$ cat src/rtl/vic_pkg.sv
/*
 * Package of the vectored interrupt controller register block: register offsets, field
 * positions, reset values, bus carrier and service states.
 * Assumes a 4-Kbyte window with byte addresses and one 32-bit word per register.
 */
`default_nettype none
package vic_pkg;
   localparam int ADDR_W = 12;
   localparam int DATA_W = 32;
   localparam int NUM_SRC = 32;
   localparam int ID_W = 5;
   // ****************************
   // register offsets
   // ****************************
   localparam logic [ADDR_W-1:0] OFS_VECTOR_BASE = 12'h080;
   localparam logic [ADDR_W-1:0] OFS_VECTOR_LAST = 12'h0FC;
   localparam logic [ADDR_W-1:0] OFS_NORMAL_VECTOR_READOUT = 12'h100;
   localparam logic [ADDR_W-1:0] OFS_FAST_VECTOR_READOUT = 12'h104;
   localparam logic [ADDR_W-1:0] OFS_CURRENT_SOURCE_STATUS = 12'h108;
   localparam logic [ADDR_W-1:0] OFS_PENDING_VIEW = 12'h10C;
   localparam logic [ADDR_W-1:0] OFS_ENABLE_MASK_VIEW = 12'h110;
   localparam logic [ADDR_W-1:0] OFS_CORE_LINE_STATUS = 12'h114;
   localparam logic [ADDR_W-1:0] OFS_ENABLE_COMMAND = 12'h120;
   localparam logic [ADDR_W-1:0] OFS_DISABLE_COMMAND = 12'h124;
   localparam logic [ADDR_W-1:0] OFS_PENDING_CLEAR_COMMAND = 12'h128;
   localparam logic [ADDR_W-1:0] OFS_PENDING_SET_COMMAND = 12'h12C;
   localparam logic [ADDR_W-1:0] OFS_END_OF_SERVICE_COMMAND = 12'h130;
   localparam logic [ADDR_W-1:0] OFS_SPURIOUS_VECTOR = 12'h134;
   localparam logic [ADDR_W-1:0] OFS_DEBUG_CONTROL = 12'h138;
   localparam logic [ADDR_W-1:0] OFS_FAST_ROUTE_ENABLE = 12'h140;
   localparam logic [ADDR_W-1:0] OFS_FAST_ROUTE_DISABLE = 12'h144;
   localparam logic [ADDR_W-1:0] OFS_FAST_ROUTE_STATUS = 12'h148;
   // ****************************
   // fields and reset values
   // ****************************
   localparam int PROTECTION_ENABLE_BIT = 0;
   localparam int GLOBAL_LINE_MASK_BIT = 1;
   localparam int FAST_LINE_STATUS_BIT = 0;
   localparam int NORMAL_LINE_STATUS_BIT = 1;
   localparam logic [DATA_W-1:0] FAST_SOURCE_MASK = 32'h0000_0001;
   localparam logic [DATA_W-1:0] ZERO_WORD = 32'h0000_0000;
   localparam logic [1:0] DEBUG_CONTROL_RESET = 2'h0;
   // ****************************
   // carrier and states
   // ****************************
   typedef struct packed {
      logic [ADDR_W-1:0] addr;
      logic [DATA_W-1:0] wdata;
      logic wr;
      logic rd;
   } vic_bus_t;
   typedef enum logic [1:0] {
      SVC_IDLE = 2'b01,
      SVC_BUSY = 2'b10
   } vic_svc_t;
endpackage
`default_nettype wire

$ cat src/rtl/vic_regs.sv
/*
 * Register block of a 32-source vectored interrupt controller: vector readout, pending,
 * mask, fast forcing, end of service, spurious vector and debug control.
 * Assumes sources are asynchronous level pins, a rising level makes a source pending,
 * and a plain strobe bus with read data one cycle after the read strobe.
 */
`default_nettype none
// Function
// - normal vector read returns stored handler address of the winning normal candidate, which its acknowledge makes the current source.
// - normal vector read indexes vector entries 1..31 by the winning candidate's source number.
// - no normal candidate, or a service in progress, on normal vector read returns the spurious vector.
// - fast vector read returns vector entry 0.
// - no fast interrupt on fast vector read returns the spurious vector.
// - current-source status shows the source number in bits 4..0, rest zero.
// - pending view has one bit per source, 1 while pending.
// - mask view has one bit per source, 1 when enabled.
// - line status shows fast line at bit 0, normal line at bit 1.
// - enable command ones enable sources, zeros leave them alone.
// - disable command ones disable sources, zeros leave them alone.
// - clear command ones clear pending, zeros leave them alone.
// - set command ones make sources pending, zeros leave them alone.
// - any write to end of service ends the current service.
// - spurious vector is read-write and used by both vector reads.
// - debug control bit 0 turns protection on and off.
// - debug control bit 1 holds both request lines inactive.
// - fast route enable ones on bits 1..31 route sources to the fast path.
// - fast route disable ones on bits 1..31 remove fast routing.
// - global line mask never blocks the wake request.
// - fast route status shows per source whether fast routing is on.
module vic_regs (
   // clock and reset
   input wire logic clk_sys,
   input wire logic rst_b,
   // register bus
   input wire vic_pkg::vic_bus_t busIn,
   output logic [vic_pkg::DATA_W-1:0] rdData,
   // interrupt sources (asynchronous pins)
   input wire logic [vic_pkg::NUM_SRC-1:0] srcIn,
   // core request lines, active low, and wake request
   output logic fastRequestLine_b,
   output logic normalRequestLine_b,
   output logic wakeRequest
);
   import vic_pkg::*;

   // ****************************
   // source synchronisers
   // ****************************
   logic [NUM_SRC-1:0] syncA, syncB, syncC, srcLvl;
   wire [NUM_SRC-1:0] agree = ~(syncB ^ syncC);
   wire [NUM_SRC-1:0] next_srcLvl = (syncC & agree) | (srcLvl & ~agree);
   wire [NUM_SRC-1:0] srcRise = next_srcLvl & ~srcLvl;

   always_ff @(posedge clk_sys or negedge rst_b) begin
      if (!rst_b) begin
         syncA <= ZERO_WORD;
         syncB <= ZERO_WORD;
         syncC <= ZERO_WORD;
         srcLvl <= ZERO_WORD;
      end else begin
         syncA <= srcIn;
         syncB <= syncA;
         syncC <= syncB;
         srcLvl <= next_srcLvl;
      end
   end

   // ****************************
   // address decode
   // ****************************
   logic [DATA_W-1:0] pending, enMask, fastRoute, spuriousVector;
   logic [1:0] debugControl;
   logic [ID_W-1:0] curId;
   vic_svc_t svcState;
   logic [DATA_W-1:0] vectorTable [NUM_SRC];

   wire [ADDR_W-1:0] a = busIn.addr;
   wire wr = busIn.wr;
   wire rd = busIn.rd;
   wire [DATA_W-1:0] wd = busIn.wdata;
   wire inVecRange = (a >= OFS_VECTOR_BASE) && (a <= OFS_VECTOR_LAST) && (a[1:0] == 2'h0);
   wire [ID_W-1:0] vecIdx = a[ID_W+1:2];
   wire enWr = wr && (a == OFS_ENABLE_COMMAND);
   wire disWr = wr && (a == OFS_DISABLE_COMMAND);
   wire clrWr = wr && (a == OFS_PENDING_CLEAR_COMMAND);
   wire setWr = wr && (a == OFS_PENDING_SET_COMMAND);
   wire eosWr = wr && (a == OFS_END_OF_SERVICE_COMMAND);
   wire spuWr = wr && (a == OFS_SPURIOUS_VECTOR);
   wire dbgWr = wr && (a == OFS_DEBUG_CONTROL);
   wire ffeWr = wr && (a == OFS_FAST_ROUTE_ENABLE);
   wire ffdWr = wr && (a == OFS_FAST_ROUTE_DISABLE);
   wire protectionEnable = debugControl[PROTECTION_ENABLE_BIT];
   wire globalLineMask = debugControl[GLOBAL_LINE_MASK_BIT];
   wire ivrRd = rd && (a == OFS_NORMAL_VECTOR_READOUT);
   wire fvrRd = rd && (a == OFS_FAST_VECTOR_READOUT);
   // under protection the reads are harmless; a write to the normal readout does the acknowledge, the fast readout has none
   wire ivrAck = protectionEnable ? (wr && (a == OFS_NORMAL_VECTOR_READOUT)) : ivrRd;
   wire fvrAck = fvrRd && !protectionEnable;

   // ****************************
   // arbitration
   // ****************************
   // normal candidates: enabled, pending, not fast routed; lowest number wins
   wire [DATA_W-1:0] fastSet = fastRoute | FAST_SOURCE_MASK;
   wire [DATA_W-1:0] normCand = pending & enMask & ~fastSet;
   wire fastActive = |(pending & enMask & fastSet);
   logic candValid;
   logic [ID_W-1:0] candId;

   always_comb begin
      candValid = 1'b0;
      candId = '0;
      for (int i = NUM_SRC - 1; i >= 1; i--) begin
         if (normCand[i]) begin
            candValid = 1'b1;
            candId = ID_W'(i);
         end
      end
   end

   wire svcBusy = (svcState == SVC_BUSY);
   wire normalActive = candValid && !svcBusy;
   wire takeService = ivrAck && normalActive;

   // ****************************
   // pending, mask and fast routing
   // ****************************
   wire [DATA_W-1:0] wrOnes = wd;
   wire [DATA_W-1:0] routeBits = wd & ~FAST_SOURCE_MASK;
   wire [DATA_W-1:0] ackClear = (takeService ? (FAST_SOURCE_MASK << candId) : ZERO_WORD)
                              | (fvrAck ? FAST_SOURCE_MASK : ZERO_WORD);
   wire [DATA_W-1:0] setBits = srcRise | (setWr ? wrOnes : ZERO_WORD);
   wire [DATA_W-1:0] clrBits = (clrWr ? wrOnes : ZERO_WORD) | ackClear;
   // a set in the same cycle as a clear wins
   wire [DATA_W-1:0] next_pending = (pending & ~clrBits) | setBits;
   wire [DATA_W-1:0] next_enMask = enWr ? (enMask | wrOnes)
                                 : disWr ? (enMask & ~wrOnes) : enMask;
   wire [DATA_W-1:0] next_fastRoute = ffeWr ? (fastRoute | routeBits)
                                    : ffdWr ? (fastRoute & ~routeBits) : fastRoute;

   always_ff @(posedge clk_sys or negedge rst_b) begin
      if (!rst_b) begin
         pending <= ZERO_WORD;
         enMask <= ZERO_WORD;
         fastRoute <= ZERO_WORD;
      end else begin
         pending <= next_pending;
         enMask <= next_enMask;
         fastRoute <= next_fastRoute;
      end
   end

   // ****************************
   // vector table and control registers
   // ****************************
   always_ff @(posedge clk_sys or negedge rst_b) begin
      if (!rst_b) begin
         for (int i = 0; i < NUM_SRC; i++) begin
            vectorTable[i] <= ZERO_WORD;
         end
      end else if (wr && inVecRange) begin
         vectorTable[vecIdx] <= wd;
      end
   end

   always_ff @(posedge clk_sys or negedge rst_b) begin
      if (!rst_b) begin
         spuriousVector <= ZERO_WORD;
         debugControl <= DEBUG_CONTROL_RESET;
      end else begin
         if (spuWr) begin
            spuriousVector <= wd;
         end
         if (dbgWr) begin
            debugControl <= wd[1:0];
         end
      end
   end

   // ****************************
   // service state
   // ****************************
   logic [1:0] next_svcState;
   always_comb begin
      case (svcState)
         SVC_IDLE: next_svcState = takeService ? SVC_BUSY : SVC_IDLE;
         SVC_BUSY: next_svcState = eosWr ? SVC_IDLE : SVC_BUSY;
         default: next_svcState = SVC_IDLE;
      endcase
   end

   always_ff @(posedge clk_sys or negedge rst_b) begin
      if (!rst_b) begin
         svcState <= SVC_IDLE;
         curId <= '0;
      end else begin
         svcState <= vic_svc_t'(next_svcState);
         if (takeService) begin
            curId <= candId;
         end
      end
   end

   // ****************************
   // read data
   // ****************************
   wire [DATA_W-1:0] normVec = normalActive ? vectorTable[candId]
                                            : spuriousVector;
   wire [DATA_W-1:0] fastVec = fastActive ? vectorTable[0] : spuriousVector;
   wire [DATA_W-1:0] lineWord = {30'h0, !normalRequestLine_b, !fastRequestLine_b};
   wire [DATA_W-1:0] rdValue =
      inVecRange ? vectorTable[vecIdx] :
      (a == OFS_NORMAL_VECTOR_READOUT) ? normVec :
      (a == OFS_FAST_VECTOR_READOUT) ? fastVec :
      (a == OFS_CURRENT_SOURCE_STATUS) ? {27'h0, curId} :
      (a == OFS_PENDING_VIEW) ? pending :
      (a == OFS_ENABLE_MASK_VIEW) ? enMask :
      (a == OFS_CORE_LINE_STATUS) ? lineWord :
      (a == OFS_SPURIOUS_VECTOR) ? spuriousVector :
      (a == OFS_DEBUG_CONTROL) ? {30'h0, debugControl} :
      (a == OFS_FAST_ROUTE_STATUS) ? fastRoute : ZERO_WORD;

   always_ff @(posedge clk_sys or negedge rst_b) begin
      if (!rst_b) begin
         rdData <= ZERO_WORD;
      end else if (rd) begin
         rdData <= rdValue;
      end else begin
         rdData <= ZERO_WORD;
      end
   end

   // ****************************
   // core request lines and wake
   // ****************************
   always_ff @(posedge clk_sys or negedge rst_b) begin
      if (!rst_b) begin
         fastRequestLine_b <= 1'b1;
         normalRequestLine_b <= 1'b1;
         wakeRequest <= 1'b0;
      end else begin
         fastRequestLine_b <= !(fastActive && !globalLineMask);
         normalRequestLine_b <= !(normalActive && !globalLineMask);
         wakeRequest <= |(pending & enMask);
      end
   end
endmodule
`default_nettype wire

$ cat config.mk
export PLATFORM = sky130hd
export DESIGN_NAME = vic_regs
export DESIGN_NICKNAME = d
export VERILOG_FILES = /design/src/rtl/vic_pkg.sv /design/src/rtl/vic_regs.sv
export SDC_FILE = /design/constraint.sdc
export NUM_CORES = 2
export LEC_CHECK = 0
export ABC_CLOCK_PERIOD_IN_PS = 6240
export BUFFER_PORTS_ARGS = -buffer_cell sky130_fd_sc_hd__buf_2
export CORE_MARGIN = 1.5
export CORE_UTILIZATION = 29
export CTS_BUF_LIST = sky130_fd_sc_hd__clkbuf_8
export DETAILED_ROUTE_END_ITERATION = 16
export MAX_ROUTING_LAYER = met4
export PLACE_DENSITY = 0.44
export SYNTH_ARGS = -nofsm -noshare
export SYNTH_HDL_FRONTEND = slang
export SYNTH_SLANG_ARGS = --single-unit
export TNS_END_PERCENT = 1
$ cat constraint.sdc
create_clock -name clk_sys -period 6.24 [get_ports clk_sys]
set_clock_uncertainty 0.1 [all_clocks]
set_input_delay 1.56 -clock clk_sys [delete_from_list [all_inputs] [get_ports clk_sys]]
set_output_delay 1.56 -clock clk_sys [all_outputs]
set_load 0.02 [all_outputs]
* Word level (Yosys, flattened, before mapping)
Cells that the tools add are included.
** Operators by class
- Order comparisons :: 5
- Equality and inequality tests :: 18
- Shift operators :: 1
- Muxes and demuxes :: 96
- Bitwise logic cells :: 26
- Reduce and logical (&&, ||, !) cells :: 33
** Operator list (count)
- $bwmux W1024 :: 1
- $mux W32 :: 25
- $bmux W32 S5 :: 2
- $and A32 B32 Y32 :: 9
- $not A32 Y32 :: 7
- $eq A12 B9 Y1 const B :: 16
- $or A32 B32 Y32 :: 6
- $demux W32 S5 :: 1
- $mux W5 :: 31
- $reduce_or A32 Y1 :: 2
- $mux W1 :: 33
- $or A32 B1 Y32 :: 1
- $shl A1 B5 Y32 const A :: 1
- $xor A32 B32 Y32 :: 1
- $logic_and A1 B1 Y1 :: 21
- $ge A12 B8 Y1 const B :: 1
- $ge A6 B6 Y1 const B :: 2
- $le A12 B8 Y1 const B :: 1
- $not A5 Y6 :: 2
- $logic_not A1 Y1 :: 7
- $lt A6 B1 Y1 const B :: 1
- $mux W2 :: 2
- $pmux W2 S2 :: 1
- $reduce_bool A2 Y1 :: 2
- 3 further kinds :: 3
** Word-level totals
- Register bits after elaboration :: 1324
- Bits of input ports :: 80
- Output and inout bits :: 35
- Word-level logic and storage cells :: 226

* Logic depth before layout (Yosys ltp)
- Word-level depth :: 41
- Mapped depth :: 15
- Mapped depth without buffers :: 11

* Worst setup path after synthesis
OpenSTA, ideal clock, no wires.
- Kind :: input-to-reg
- From :: input busIn[36] (netlist name)
- To :: register rdData[13] (netlist name)
- Setup time :: 123 ps
- Arrival time :: 4147 ps
- Data required time :: 6017 ps
- Setup slack :: 1870 ps
- Stages :: 7
- Buffers on the path :: 3
- Cell sequence :: clkbuf_1 > clkbuf_1 > buf_1 > mux4_2 > mux4_2 > mux2_2 > o221a_2
** Between the ends
- Longest elaborated chain between the ends :: 12
- Elaborated cells between the ends (all ways) :: 28
- Those cells by class :: order compare: 2; eq/ne: 9; mux: 14; bitwise: 1; reduce/logical: 2
** Ends and longest elaborated chain
- start, declared :: RTL line vic_regs.sv:35 : input wire vic_pkg::vic_bus_t busIn,
- $eq A12 B9 Y1 :: RTL line vic_regs.sv:221 : (a == OFS_FAST_ROUTE_STATUS) ? fastRoute : ZERO_WORD;
- $mux W32 :: RTL line vic_regs.sv:221
- $mux W32 :: RTL line vic_regs.sv:220 : (a == OFS_DEBUG_CONTROL) ? {30'h0, debugControl} :
- $mux W32 :: RTL line vic_regs.sv:219 : (a == OFS_SPURIOUS_VECTOR) ? spuriousVector :
- $mux W32 :: RTL line vic_regs.sv:218 : (a == OFS_CORE_LINE_STATUS) ? lineWord :
- $mux W32 :: RTL line vic_regs.sv:217 : (a == OFS_ENABLE_MASK_VIEW) ? enMask :
- $mux W32 :: RTL line vic_regs.sv:216 : (a == OFS_PENDING_VIEW) ? pending :
- $mux W32 :: RTL line vic_regs.sv:215 : (a == OFS_CURRENT_SOURCE_STATUS) ? {27'h0, curId} :
- $mux W32 :: RTL line vic_regs.sv:214 : (a == OFS_FAST_VECTOR_READOUT) ? fastVec :
- $mux W32 :: RTL line vic_regs.sv:213 : (a == OFS_NORMAL_VECTOR_READOUT) ? normVec :
- $mux W32 (*) :: RTL line vic_regs.sv:212 : inVecRange ? vectorTable[vecIdx] :
- $mux W32 (*) :: RTL line vic_regs.sv:226 : end else if (rd) begin
- end signal, assigned :: RTL line vic_regs.sv:227 : rdData <= rdValue;
- end, declared :: RTL line vic_regs.sv:36 : output logic [vic_pkg::DATA_W-1:0] rdData,
Every way passes the cells marked *; elsewhere a longest branch is shown, timed or not. The select of a mux whose other input is x is not followed.
A chain may end at the register's enable or synchronous reset.

* Worst setup path in the final report
- From :: register pending[12]
- To :: register rdData[15] (netlist name)
** Between the ends
- Longest elaborated chain between the ends :: 22
- Elaborated cells between the ends (all ways) :: 39
- Those cells by class :: mux: 33; bitwise: 4; reduce/logical: 2
** Ends and longest elaborated chain
- start, declared :: RTL line vic_regs.sv:71 : logic [DATA_W-1:0] pending, enMask, fastRoute, spuriousVector;
- start signal, assigned :: RTL line vic_regs.sv:147 : pending <= next_pending;
- $and A32 B32 Y32 (*) :: RTL line vic_regs.sv:105, vic_regs.sv:106
- $and A32 B32 Y32 :: RTL line vic_regs.sv:105 : wire [DATA_W-1:0] normCand = pending & enMask & ~fastSet;
- $mux W5 (12 in series) :: RTL line vic_regs.sv:114 : if (normCand[i]) begin
- $not A5 Y6 (not written as such) :: RTL line vic_regs.sv:207 : wire [DATA_W-1:0] normVec = normalActive ? vectorTable[candId]
- $bmux W32 S5 :: RTL line vic_regs.sv:207
- $mux W32 (not written as such) (2 in series) :: RTL line vic_regs.sv:207
- $mux W32 :: RTL line vic_regs.sv:207
- $mux W32 (*) :: RTL line vic_regs.sv:213
- $mux W32 (*) :: RTL line vic_regs.sv:212
- $mux W32 (*) :: RTL line vic_regs.sv:226
Marked as above.

==> impl_metrics.yaml <==
global_routing:
  met1_usage_pct: 33.5
  grtUsageMet3_pct: 4.01
  grt_first_pass_wirelength_um: 406000
  grt_max_degree: 144
  grt-ovfl-total: 0
  use_met2_pct: 37.3
  antenna_found_initial: 15
  grtUsageTotal_pct: 24.9
  grt_pass1_vias: 50300
  grt-busiest-layer: "met2"
route:
  dr.pass1.iters: 8
  vias: 50200
  route.detailed.drc: 0
  totalWireLength_um: 287000
  wl_per_cell_um: 34.0
  drtAntennaViolNets: 0
  drt_iter0_drc: 5511
  viasPerCell: 5.95
setup_path:
  cp.required_ps: 7090
  crit_path_end_kind: "register"
  arrival_ps: 5720
  cp_cell_sequence: "nand3b_1, o21ai_0, a2111oi_1, o221ai_1, o21ba_4, buf_4, buf_4, a21oi_1, o2bb2ai_1, a21oi_1, o21ai_0, o22ai_1, o311a_1"
  crit_fanout: 24
  start_kind: "register"
  max_stage_delay_ps: 670
  cp-startpoint: "pending[12]"
  timing.rr.start: "pending[12]"
  slowest_stage: "o22ai_1"
  worstSetupPathType: "register to register"
pwr:
  finalPower_uw: 19300
  power_density_nw_per_um2: 252
  leakage_uw: 0.0337
  power.switching_uw: 5650
  ir_worst_vdd_mv: 0.242
  p_comb_share_pct: 11.7
  power.internal_uw: 13600
  p_sw_share_pct: 29.3
  pwr-share-clk_pct: 43.0
  power_frac_seq_pct: 45.3
sta:
  rsz0062_at_grt: "no"
  finalCriticalPeriod_ps: 4870
  tightestPinTransition_ps: 1330
  setup_tns_ps: 0
  fmax_mhz: 205
  period_share_pct: 78.1
  hold_viol_final: 0
  maxSlewViolCount: 0
  finalSetupViolCount: 0
  slew_headroom_pct: 11.4
final_layout:
  multi_input_area_um2: 32100
  drive_gt1_share_pct: 40.2
  seqCellArea_um2: 33100
  final.fill_count: 22800
  area_growth_pct: 14.2
  nets: 5311
clocking:
  clock_latency_ps: 1040
  cts_sinks: 1323
  ctsHoldBuffers: 0
  ctsResizeCount: 0
  postCtsSetupBuffers: 0
  root_buffer: "clkbuf_8"
  cts_tree: "yes"
  cts_buffers: 231
  htree_num_levels: 4
  clockBufferDepth: 3
  clk_pin_slew_worst_paths_ps: 60
synth:
  async_flop_share_pct: 100
  yosys_warnings: 0
  yosysSeqAreaShare_pct: 49.4
  syn-cell-area_um2: 67000
  synth_nets: 5280
  synthFlopType: "dfrtp_1"
  netlist_instances: 5198
  ys_seq_elements: 1323
  synth_edf_count: 0
  synth.distinct_cells: 85
  synth_area_per_cell_um2: 12.9
job:
  cap_violations: 0
placement:
  numPortBuffers: 114
  gp_routability_congestion: 0.909
  dpl.hpwl_um: 175000
floorplanning:
  die-width_um: 484
  die_area_um2: 234000
  fp.dieH_um: 484
  row_count: 176
  io_pins: 115
  initial_core_util_pct: 29.2
  core_area_um2: 230000
worst_hold_path:
  holdCritPathClass: "register to register"
  hp-start: "syncA[12]"
run_status:
  status: "complete, no violations"
==> worst max-delay path, delay by kind of cell (launching register included) <==
family                 cells  cell delay, ps
AOI/OAI and AO/OA         10            3110
buffers and inverters      2             890
DFF                        1             450
and+or+nand+nor            1             240
==> power by group through the flow <==
stage / registers, uW / logic (uW) / clock network, uW
after global placement: 8890 / 2230 / 0
final: 8740 / 2260 / 8290
after floorplan: 8870 / 1060 / 0
after detailed placement: 8890 / 2230 / 0
after global routing: 8740 / 2350 / 8860
after CTS: 8740 / 2240 / 8490
==> sequential cells by signal, indices dropped and copies added, names as in the netlist, 5 cells and up, named ones only <==
register	cells
vectorTable	1024
pending	32
rdData	32
spuriousVector	32
srcLvl	32
syncA	32
syncB	32
syncC	32
curId	5
==> final cells by class <==
type | count | area share (%)
Multi-Input combinational cell | 3344 | 41.9
Inverter | 3 | 0.0147
Clock buffer | 289 | 5.20
Sequential cell | 1323 | 43.3
Tap cell | 3026 | 4.95
Timing Repair Buffer | 326 | 3.62
Antenna cell | 11 | 0.0360
Clock inverter | 119 | 0.941
==> Yosys cell counts, types with 6 or more instances <==
cell type / number / area share [%]
nand3_1: 69 / 0.52
o221ai_1: 123 / 1.6
clkbuf_1: 367 / 2.1
buf_2: 80 / 0.60
nand3b_1: 24 / 0.27
buf_1: 55 / 0.31
nand2b_1: 12 / 0.11
nor4_1: 7 / 0.065
o221a_1: 15 / 0.25
a211oi_1: 31 / 0.35
mux2_1: 31 / 0.52
buf_6: 6 / 0.10
a22oi_1: 10 / 0.11
o21ai_0: 112 / 0.84
and3b_1: 19 / 0.25
nand4_1: 17 / 0.16
mux4_2: 320 / 11
o211ai_1: 97 / 1.1
mux2i_1: 70 / 1.0
or3_1: 11 / 0.10
a221oi_1: 9 / 0.12
a21oi_1: 178 / 1.3
o2bb2ai_1: 15 / 0.20
nor2_1: 91 / 0.51
a32oi_1: 6 / 0.078
or2_2: 6 / 0.056
nor3_1: 86 / 0.64
mux2_2: 1108 / 19
o21ai_1: 16 / 0.12
dfrtp_1: 1320 / 49
maj3_1: 32 / 0.48
o211a_1: 7 / 0.10
o22ai_1: 289 / 2.7
nand2_1: 341 / 1.9
a222oi_1: 26 / 0.39
a31oi_1: 69 / 0.64
buf_4: 20 / 0.22
==> final timing paths <==
check / slack (ps) / endpoint / cells past startpoint
max: 1370 / rdData[15] / 13
min: 240 / syncB[12] / 0
max reg2reg: 1370 / rdData[15] / 13
min reg2reg: 240 / syncB[12] / 0
max in group asynchronous: 4150 / vectorTable[50] / 2
min in group asynchronous: 510 / vectorTable[544] / 1
==> through the flow <==
step | cell area (um^2) | setup WS (ps) | hold slack, ps | std cells | util (%)
CTS | 76500 | 1500 | 250 | 8430 | 33.3
detailed placement | 71800 | 993 | 236 | 8022 | 31.2
global placement | 71800 | 932 | 232 | 8022 | 31.2
floorplan | 67000 | 1870 | 231 | 5198 | -
global route | 76500 | 1280 | 255 | 8436 | 33.3
finish | 76500 | 1370 | 242 | 8441 | 33.3
==> layer usage <==
metal | part of all wire [%] | wire length [um] | up-vias
met5 | 0 | 0 | -
met4 | 4.4 | 12600 | 0
met3 | 6.7 | 19200 | 548
met2 | 45 | 130000 | 2304
met1 | 44 | 125000 | 27200
li1 | - | - | 20100
==> layout by cell type (no fill, tap or decap), drive strengths merged, types with 69 or more instances in the layout <==
cell	Yosys	routed
o211ai	97	97
mux2	1139	1139
mux4	320	320
a31oi	69	69
nor3	86	86
nor2	91	91
o22ai	289	289
dfrtp	1320	1320
nand2	345	345
clkbuf	367	289
inv	3	95
a21oi	180	180
nand3	69	69
mux2i	70	70
buf	161	326
o21ai	129	129
o221ai	123	123
==> cells by family after synthesis <==
logic type / share of synthesized area [%]
multiplexers: 31.0
AND/OR/NAND/NOR: 4.98
AO/OA/AOI/OAI: 10.8
adder cells (fa/ha/maj): 0.516
flip-flops: 49.4
buffers and inverters: 3.30
Power figures use the tool's default switching activity.
